--- config.mk ---
export PLATFORM = sky130hd
export DESIGN_NAME = pmu_event_status_mask
export DESIGN_NICKNAME = d
export VERILOG_FILES = /design/src/design/event_status_pkg.sv /design/src/design/event_sync.sv /design/src/design/pmu_event_status_mask.sv
export SDC_FILE = /design/constraint.sdc
export NUM_CORES = 1
export LEC_CHECK = 0
export BUFFER_PORTS_ARGS = -buffer_cell sky130_fd_sc_hd__buf_4
export CORE_AREA = 2 2 93 95
export CTS_CLUSTER_SIZE = 28
export DETAILED_ROUTE_END_ITERATION = 7
export DIE_AREA = 0 0 95 97
export PLACE_DENSITY = 0.63
export SKIP_CTS_REPAIR_TIMING = 1
export SLEW_MARGIN = 0
export SYNTH_ARGS = -nofsm -noshare
export SYNTH_HDL_FRONTEND = slang
export SYNTH_SLANG_ARGS = --single-unit
--- constraint.sdc ---
create_clock -name clk -period 4.2 [get_ports clk]
set_clock_uncertainty 0.2 [all_clocks]
set_input_delay 0.42 -clock clk [delete_from_list [all_inputs] [get_ports clk]]
set_output_delay 0.42 -clock clk [all_outputs]
set_load 0.005 [all_outputs]
--- src/design/event_status_pkg.sv ---
package event_status_pkg;

  localparam logic [7:0] ADDR_STATUS_PRI = 8'h00;
  localparam logic [7:0] ADDR_STATUS_SEC = 8'h01;
  localparam logic [7:0] ADDR_ENABLE_PRI = 8'h02;
  localparam logic [7:0] ADDR_ENABLE_SEC = 8'h03;
  localparam logic [7:0] STATUS_PRI_RESET = 8'h00;
  localparam logic [7:0] STATUS_SEC_RESET = 8'h00;
  localparam logic [7:0] ENABLE_PRI_RESET = 8'h00;
  localparam logic [7:0] ENABLE_SEC_RESET = 8'h00;
  localparam logic [7:0] ENABLE_PRI_WMASK = 8'hFE;
  localparam logic [7:0] UNMAPPED_READ = 8'hFF;
  localparam int IRQ_BIT = 0;
  localparam logic [7:0] PRI_STICKY = 8'hE0;
  localparam logic [7:0] PRI_LEVEL = 8'h1E;

  typedef struct packed {
    logic conv2_overload;
    logic conv1_overload;
    logic charge_complete;
    logic charging_active;
    logic battery_good;
    logic system_supply_good;
    logic adapter_good;
  } primary_src_t;

  typedef struct packed {
    logic [6:0] switch_overload;
    logic conv3_overload;
  } secondary_src_t;

  typedef struct packed {
    logic wr;
    logic rd;
    logic [7:0] addr;
    logic [7:0] wdata;
  } reg_req_t;

endpackage

--- src/design/event_sync.sv ---
`timescale 1ns/10ps
module event_sync #(
  parameter int W = 8
) (
  input wire logic clk,
  input wire logic rst_n,
  input wire logic [W-1:0] async_in,
  output logic [W-1:0] sync_out
);
  logic [W-1:0] meta_q;
  logic [W-1:0] meta_d;
  logic [W-1:0] sync_q;
  logic [W-1:0] sync_d;

  always_comb begin
    meta_d = async_in;
    sync_d = meta_q;
  end

  always_ff @(posedge clk) begin
    if (!rst_n) begin
      meta_q <= '0;
      sync_q <= '0;
    end else begin
      meta_q <= meta_d;
      sync_q <= sync_d;
    end
  end

  assign sync_out = sync_q;
endmodule // event_sync

--- src/design/pmu_event_status_mask.sv ---
`timescale 1ns/10ps
// Notes on behaviour
// - primary status at 0x00: two conv overloads, charge, supplies, irq flag; reset 0
// - read-only secondary status at 0x01: switch 7..1 overloads, conv3 overload
// - primary enable at 0x02, bits 7..1; bit 0 reads zero, unwritable
// - secondary enable at 0x03, all eight bits read/write, reset zero
// - overload flags raise an event only on change to 1
// - overload and charge-complete flags stay 1 until interrupt is cleared
// - enable bit 1 lets its event interrupt; 0 suppresses; all start disabled
// - level status bits interrupt on unmasked change in either direction
// - host writes 0 to flag bit to clear it and release the pin
// - while asserted, open-drain interrupt pin is driven low
// - status contents refresh only when an interrupt occurs
module pmu_event_status_mask
  import event_status_pkg::*;
(
  input wire logic clk,
  input wire logic rst_n,
  input wire primary_src_t primary_src,
  input wire secondary_src_t secondary_src,
  input wire reg_req_t req,
  output logic [7:0] rdata,
  output logic irq_pin_out,
  output logic irq_pin_oe
);

  logic [6:0] pri_sync;
  logic [7:0] sec_sync;
  logic [6:0] pri_prev_q;
  logic [6:0] pri_prev_d;
  logic [7:0] sec_prev_q;
  logic [7:0] sec_prev_d;
  logic [7:0] status_pri_q;
  logic [7:0] status_pri_d;
  logic [7:0] status_sec_q;
  logic [7:0] status_sec_d;
  logic [7:0] enable_pri_q;
  logic [7:0] enable_pri_d;
  logic [7:0] enable_sec_q;
  logic [7:0] enable_sec_d;
  logic [7:0] rdata_q;
  logic [7:0] rdata_d;
  logic [6:0] pri_event;
  logic [7:0] sec_event;
  logic new_irq;
  logic host_clear;
  logic [6:0] pri_rise;
  logic [6:0] pri_change;
  logic [7:0] sec_rise;
  logic [6:0] pri_hit;
  logic [7:0] sec_hit;
  logic wr_status_pri;
  logic wr_enable_pri;
  logic wr_enable_sec;

  // source pins come from analog monitors, outside this clock
  event_sync #(.W(7)) u_sync_pri (
    .clk(clk),
    .rst_n(rst_n),
    .async_in(primary_src),
    .sync_out(pri_sync)
  );

  event_sync #(.W(8)) u_sync_sec (
    .clk(clk),
    .rst_n(rst_n),
    .async_in(secondary_src),
    .sync_out(sec_sync)
  );

  // edge history: the previous synchronised level of every source
  always_comb begin
    pri_prev_d = pri_sync;
    sec_prev_d = sec_sync;
  end

  always_ff @(posedge clk) begin
    if (!rst_n) begin
      pri_prev_q <= '0;
      sec_prev_q <= '0;
    end else begin
      pri_prev_q <= pri_prev_d;
      sec_prev_q <= sec_prev_d;
    end
  end

  // edge detection on the synchronised sources only, never on raw pins
  always_comb begin
    pri_rise = pri_sync & ~pri_prev_q;
    pri_change = pri_sync ^ pri_prev_q;
    sec_rise = sec_sync & ~sec_prev_q;
    pri_event = (pri_rise & PRI_STICKY[7:1]) | (pri_change & PRI_LEVEL[7:1]);
    sec_event = sec_rise;
  end

  always_comb begin
    pri_hit = pri_event & enable_pri_q[7:1];
    sec_hit = sec_event & enable_sec_q;
    new_irq = (|pri_hit) || (|sec_hit);
  end

  // write decode; the protocol engine gives one-cycle strobes
  always_comb begin
    wr_status_pri = req.wr && (req.addr == ADDR_STATUS_PRI);
    wr_enable_pri = req.wr && (req.addr == ADDR_ENABLE_PRI);
    wr_enable_sec = req.wr && (req.addr == ADDR_ENABLE_SEC);
    // only a written zero clears; a one is ignored
    host_clear = wr_status_pri && !req.wdata[IRQ_BIT];
  end

  // clear first, then a same-cycle event re-sets the flag
  always_comb begin
    status_pri_d = status_pri_q;
    status_sec_d = status_sec_q;
    if (host_clear) begin
      status_pri_d[IRQ_BIT] = 1'b0;
      status_pri_d = status_pri_d & ~PRI_STICKY;
      status_sec_d = 8'h00;
    end
    if (new_irq) begin
      status_pri_d[7:5] = status_pri_d[7:5] | pri_sync[6:4];
      status_pri_d[4:1] = pri_sync[3:0];
      status_sec_d = status_sec_d | sec_sync;
      status_pri_d[IRQ_BIT] = 1'b1;
    end
  end

  always_comb begin
    enable_pri_d = enable_pri_q;
    enable_sec_d = enable_sec_q;
    if (wr_enable_pri) begin
      enable_pri_d = req.wdata & ENABLE_PRI_WMASK;
    end
    if (wr_enable_sec) begin
      enable_sec_d = req.wdata;
    end
  end

  always_comb begin
    rdata_d = rdata_q;
    if (req.rd) begin
      unique case (req.addr)
        ADDR_STATUS_PRI: rdata_d = status_pri_q;
        ADDR_STATUS_SEC: rdata_d = status_sec_q;
        ADDR_ENABLE_PRI: rdata_d = enable_pri_q;
        ADDR_ENABLE_SEC: rdata_d = enable_sec_q;
        default: rdata_d = UNMAPPED_READ;
      endcase
    end
  end

  always_ff @(posedge clk) begin
    if (!rst_n) begin
      status_pri_q <= STATUS_PRI_RESET;
      status_sec_q <= STATUS_SEC_RESET;
    end else begin
      status_pri_q <= status_pri_d;
      status_sec_q <= status_sec_d;
    end
  end

  always_ff @(posedge clk) begin
    if (!rst_n) begin
      enable_pri_q <= ENABLE_PRI_RESET;
      enable_sec_q <= ENABLE_SEC_RESET;
    end else begin
      enable_pri_q <= enable_pri_d;
      enable_sec_q <= enable_sec_d;
    end
  end

  // read data is held between reads so the engine may shift it out slowly
  always_ff @(posedge clk) begin
    if (!rst_n) begin
      rdata_q <= 8'h00;
    end else begin
      rdata_q <= rdata_d;
    end
  end

  assign rdata = rdata_q;
  assign irq_pin_out = 1'b0;
  assign irq_pin_oe = status_pri_q[IRQ_BIT];

endmodule // pmu_event_status_mask

=== Yosys cells after proc, flatten, opt, wreduce, memory -nomap -nowiden ===
Cells that the tools add are included.

* Flip-flop bits (word level): 84
* Input port bits: 35
* Output and inout bits: 10

* Equality and inequality tests: 3
* Muxes and demuxes: 5
* Bitwise operators: 10
* Reductions and logical operators: 10

{| class="wikitable"
|+ Operator list
! operator !! count
|-
| 8-bit 2-to-1 mux || 4
|-
| 8-bit case mux with 4 select lines || 1
|-
| 8-bit bitwise AND || 2
|-
| 8-bit by 2-bit equality test with 1-bit output (second input constant) || 2
|-
| 7-bit bitwise AND || 2
|-
| 8-bit by 1-bit equality test with 1-bit output (second input constant) || 1
|-
| 8-bit zero test || 1
|-
| 8-bit inverter || 1
|-
| 8-bit OR || 1
|-
| 8-bit OR reduction || 1
|-
| 7-bit inverter || 1
|-
| 7-bit by 4-bit OR with 7-bit output || 1
|-
| 7-bit OR reduction || 1
|-
| 1-bit logical AND || 4
|-
| 4-bit bitwise XOR || 1
|-
| 3-bit OR || 1
|-
| 2-bit nonzero test || 1
|-
| 1-bit zero test || 1
|-
| 1-bit logical OR || 1
|}

=== Logic depth before layout (Yosys ltp) ===
* Depth after elaboration: 7
* Gate-level depth with buffers: 6
* Depth with buffers taken out: 5

=== Cells and area by module ===
From an unflattened synthesis, not the netlist that was laid out.

* Cell total of the unflattened synthesis: 246
* Area total of the unflattened synthesis: 2,982.9 um^2

{| class="wikitable"
|+ Modules (own cells, without submodules)
! module !! instances !! cells each !! area each (um^2) !! seq. area each (um^2)
|-
| pmu_event_status_mask || 1 || 184 || 2,144.6 || 1,081.0
|-
| event_sync (u_sync_sec) || 1 || 33 || 446.7 || 320.3
|-
| event_sync (u_sync_pri) || 1 || 29 || 391.6 || 280.3
|}

=== Least setup slack after synthesis ===
Ideal clock, no wire load.

* Path kind: in2reg
* Start point: input req[13] (netlist bit)
* End point: register status_pri_q[5]
* Setup time: 117 ps
* Arrival: 1,751 ps
* Required time: 3,883 ps
* Path slack: 2,132 ps
* Stages: 6
* Cells stage by stage: or4_4 nor3_4 nand4b_1 and2_4 buf_6 a22o_1

* Word-level cells in the longest chain between the ends: 6

{| class="wikitable"
|+ RTL lines
! what !! line !! source
|-
| start: declaration || pmu_event_status_mask.sv:21 || <nowiki>input wire reg_req_t req,</nowiki>
|-
| 8-bit zero test * || pmu_event_status_mask.sv:104 || <nowiki>wr_status_pri = req.wr && (req.addr == ADDR_STATUS_PRI);</nowiki>
|-
| 1-bit logical AND * || pmu_event_status_mask.sv:104 ||
|-
| 1-bit logical AND * || pmu_event_status_mask.sv:108 || <nowiki>host_clear = wr_status_pri && !req.wdata[IRQ_BIT];</nowiki>
|-
| 8-bit 2-to-1 mux * || pmu_event_status_mask.sv:115 || <nowiki>if (host_clear) begin</nowiki>
|-
| 3-bit OR || pmu_event_status_mask.sv:121 || <nowiki>status_pri_d[7:5] = status_pri_d[7:5] | pri_sync[6:4];</nowiki>
|-
| 8-bit 2-to-1 mux * || pmu_event_status_mask.sv:120 || <nowiki>if (new_irq) begin</nowiki>
|-
| end signal: assignment || pmu_event_status_mask.sv:157 || <nowiki>status_pri_q <= status_pri_d;</nowiki>
|-
| end: declaration || pmu_event_status_mask.sv:33 || <nowiki>logic [7:0] status_pri_q;</nowiki>
|}

Mark *: on every way between the ends. The rest lies on a longest branch, timed or not. The select of a mux whose other input is x is not followed.
A chain may end at the register's enable or synchronous reset.

=== Worst setup path in the final report ===
* Start point: register enable_sec_q[7]
* End point: register status_sec_q[4]

* Word-level cells in the longest chain between the ends: 4

{| class="wikitable"
|+ RTL lines
! what !! line !! source
|-
| start: declaration || pmu_event_status_mask.sv:39 || <nowiki>logic [7:0] enable_sec_q;</nowiki>
|-
| start signal: assignment || pmu_event_status_mask.sv:168 || <nowiki>enable_sec_q <= enable_sec_d;</nowiki>
|-
| 8-bit bitwise AND || pmu_event_status_mask.sv:98 || <nowiki>sec_hit = sec_event & enable_sec_q;</nowiki>
|-
| 8-bit OR reduction || pmu_event_status_mask.sv:99 || <nowiki>new_irq = (|pri_hit) || (|sec_hit);</nowiki>
|-
| 1-bit logical OR || pmu_event_status_mask.sv:99 ||
|-
| 8-bit 2-to-1 mux || pmu_event_status_mask.sv:120 ||
|-
| end signal: assignment || pmu_event_status_mask.sv:158 || <nowiki>status_sec_q <= status_sec_d;</nowiki>
|-
| end: declaration || pmu_event_status_mask.sv:35 || <nowiki>logic [7:0] status_sec_q;</nowiki>
|}

No other way between the ends.

==> summary.md <==
| Metric | Value |
|---|---|
| Area of the die | `9220 µm²` |
| Clock power share | `37.9%` |
| Vias in the first global route | `1832` |
| Detail Route Antenna Nets | `0` |
| Hold Crit Class | `input pin to register` |
| Clk sinks | `84` |
| Hpwl dp | `3720 µm` |
| Largest net degree at the start of global routing | `75` |
| Final cycle utilization of the critical path | `51.1%` |
| Min setup slack post-route | `2060 ps` |
| Commonest cells post-synth | `dfxtp_1, and2_1, mux2i_1` |
| Sequential Area | `1680 µm²` |
| Pre-CTS setup slack | `1710 ps` |
| R2r worst-path depth | `5` |
| Element type at the critical path start | `register` |
| Layout fillers | `777` |
| Initial antenna violation count | `0` |
| Worst endpoint required time | `4230 ps` |
| Port bufs | `43` |
| I/O Pins | `45` |
| First-pass GRT wire length | `9190 µm` |
| Switch Pwr | `0.312 mW` |
| Final Non-Filler Cells | `396` |
| Post-Syn Area | `2950 µm²` |
| Status | `finished clean` |
| RSZ-0062 raised after global routing | `false` |
| Flops & latches, synth | `84` |
| Switching Share | `21.3%` |
| Area Growth Syn to Fin | `19.5%` |
| Most area-hungry cell type in the Yosys netlist | `dfxtp_1` |
| Crit end category | `register` |
| R2R Path End | `status_sec_q[4]$_SDFF_PN0_` |
| Leakage Power | `1.54 nW` |
| Main synth FF type | `dfxtp_1` |
| TritonCTS clock tree | `yes` |
| Clock Tree Buf Depth | `2` |
| DP Cell Count | `381` |
| Core box area | `8130 µm²` |
| Total CTS buffers | `9` |
| Worst-Skew Late Latency | `350 ps` |
| Sequential share of power | `56.6%` |
| Synth top area share | `57.0%` |
| Max cap viols | `0` |
| Setup violations, final | `0` |
| Most frequent cell after synthesis | `dfxtp_1` |
| YS warnings | `0` |
| Gpl congestion | `0.774` |
| # diodes | `0` |
| Worst r2r src | `enable_sec_q[7]$_SDFFE_PN0P_` |
| Per-cell routed wire length | `14.1 µm` |
| Clock Pin Slew Worst Setup and Hold Paths | `80 ps` |
| Final Hold Vio Count | `0` |
| Post-synth ARST share | `0%` |
| WL final | `5600 µm` |
| TritonRoute pass-1 iters | `4` |
| Fmax | `466 MHz` |
| Cell variety after synth | `30` |
| Post-Synthesis Cells | `248` |
| Vias | `1844` |
| Cell Int Power | `1.15 mW` |
| Crit Path Class | `register to register` |
| Avg Synthesized Cell Area | `11.9 µm²` |
| Starting DRT DRC Count | `72` |
| Post-route DRC | `0` |
| Layout cells sized above 1 | `26.5%` |
| Row count | `33` |
| PD cells | `415 nW/µm²` |
| Comb power frac | `5.5%` |
| Syn nets | `283` |
| Slew Limit Fails | `0` |
| Hold Startpoint | `primary_src[2]` |
| Die X | `95 µm` |
| GRT Total Usage | `13.2%` |
| H-tree depth | `3` |
| Seq/Total Area, Yosys | `57.0%` |
| GR Overflow Total | `0` |
| Worst rel slew slack | `44.9%` |
| Final min period | `2140 ps` |
| Starting Density | `36.3%` |
| EDFF count, synth | `0` |
| Worst EP arrival | `2180 ps` |
| Setup TNS | `0 ps` |
| Top cells by area, synth | `dfxtp_1, and2_1, mux2i_1` |
| Worst slew pin tran | `824 ps` |
| Nets | `322` |
| Hold Crit Endpoint | `u_sync_pri.meta_q[2]$_SDFF_PN0_` |
| Die Ht | `97 µm` |
| Worst Path Max Fanout | `16` |
| Peak VDD IR | `0.000185 V` |
| Hold path cells | `2` |
| Via density | `4.66` |
| R2R setup slack | `2060 ps` |
| Root buffer cell | `clkbuf_8` |
| Multi-input gate area | `1180 µm²` |
## cell families after synthesis
logic type,share of synthesized area [%]
other,0.127
XOR/XNOR,1.19
AO/OA/AOI/OAI,7.17
buffers and inverters,2.84
multiplexers,12.2
flip-flops,57.0
AND/OR/NAND/NOR,19.5
## per-stage QoR
stage | area, µm² | hold WS [ps] | util (%) | power (mW)
after CTS | 3520 | 55.5 | 43.3 | 1.48
after floorplan | 2950 | 212 | - | 0.886
after global placement | 3330 | 217 | 41.0 | 0.927
after detailed placement | 3330 | 218 | 41.0 | 0.928
after global routing | 3520 | 56.1 | 43.3 | 1.53
final | 3520 | 73.8 | 43.3 | 1.46
## layout by cell type, fill, tap and decap left out
master | synthesis | final
nand3_1 | 2 | 2
inv_1 | 4 | 4
and2_4 | 1 | 1
dfxtp_1 | 84 | 84
nand3b_1 | 11 | 11
mux2_2 | 1 | 1
conb_1 | 1 | 1
clkbuf_8 | 0 | 10
nor3_1 | 1 | 1
and2_1 | 42 | 42
clkinv_2 | 0 | 3
xor2_1 | 4 | 4
o221a_2 | 7 | 7
mux4_2 | 7 | 7
nor2b_1 | 15 | 15
a22o_1 | 11 | 11
nand2_1 | 9 | 9
a22oi_1 | 2 | 2
o21ai_0 | 1 | 1
or4_4 | 1 | 1
mux2i_1 | 19 | 19
nor3_4 | 1 | 1
nand4_1 | 2 | 2
clkinvlp_4 | 0 | 1
bufinv_16 | 0 | 1
nand4b_1 | 2 | 2
a221oi_1 | 1 | 1
nor2_1 | 2 | 2
buf_4 | 1 | 43
nand4_2 | 1 | 1
o21a_1 | 1 | 1
## worst max path at each step
stage                            startpoint                           end  slack (ps)  cells after the start
2_1_floorplan                       req[13]    status_pri_q[5]$_SDFF_PN0_        2130                      6
3_3_place_gp                        req[13]  enable_pri_q[3]$_SDFFE_PN0P_        1750                      6
3_5_place_dp                        req[13]  enable_pri_q[7]$_SDFFE_PN0P_        1710                      6
4_1_cts        enable_sec_q[7]$_SDFFE_PN0P_    status_pri_q[5]$_SDFF_PN0_        2020                      5
5_1_grt        enable_sec_q[1]$_SDFFE_PN0P_    status_pri_q[5]$_SDFF_PN0_        1870                      5
6_report       enable_sec_q[7]$_SDFFE_PN0P_    status_sec_q[4]$_SDFF_PN0_        2060                      5
## power groups by stage
stage | sequential (mW) | combinational, mW | clock (mW)
2_1_floorplan | 0.844 | 0.0413 | 0
4_1_cts | 0.828 | 0.0818 | 0.573
3_5_place_dp | 0.847 | 0.0815 | 0
3_3_place_gp | 0.846 | 0.0806 | 0
6_report | 0.828 | 0.0803 | 0.555
5_1_grt | 0.830 | 0.0888 | 0.607
## sequential cells by signal, indices dropped and copies added, names as in the netlist
| name | count |
|---|---|
| enable_pri_q | 7 |
| u_sync_pri.sync_out | 7 |
| status_pri_q | 8 |
| sec_prev_q | 8 |
| status_sec_q | 8 |
| u_sync_pri.meta_q | 7 |
| enable_sec_q | 8 |
| u_sync_sec.meta_q | 8 |
| pri_prev_q | 7 |
| u_sync_sec.sync_out | 8 |
| rdata | 8 |
## metal layers
| metal | up-vias | track usage (%) | part of all wire, % |
|---|---|---|---|
| met5 | - | 0 | 0 |
| met4 | 0 | 4.01 | 1.3 |
| met3 | 6 | 5.45 | 6.4 |
| met2 | 51 | 19.1 | 44 |
| met1 | 857 | 18.0 | 48 |
| li1 | 930 | - | - |
## critical path, cell delays in order, from the launching register on
cell and delay [ps]:
dfxtp_1 330, nand3b_1 100, nand4_1 130, nor3_1 220, nand3_1 610, a22o_1 430
## layout make-up
type                            count  area share [%]
Clock buffer                       10            3.90
Sequential cell                    84            47.7
Clock inverter                      5            1.49
Tap cell                          105            3.73
Timing Repair Buffer               43            9.16
Multi-Input combinational cell    145            33.6
Inverter                            4           0.426
Power figures use the tool's default switching activity.
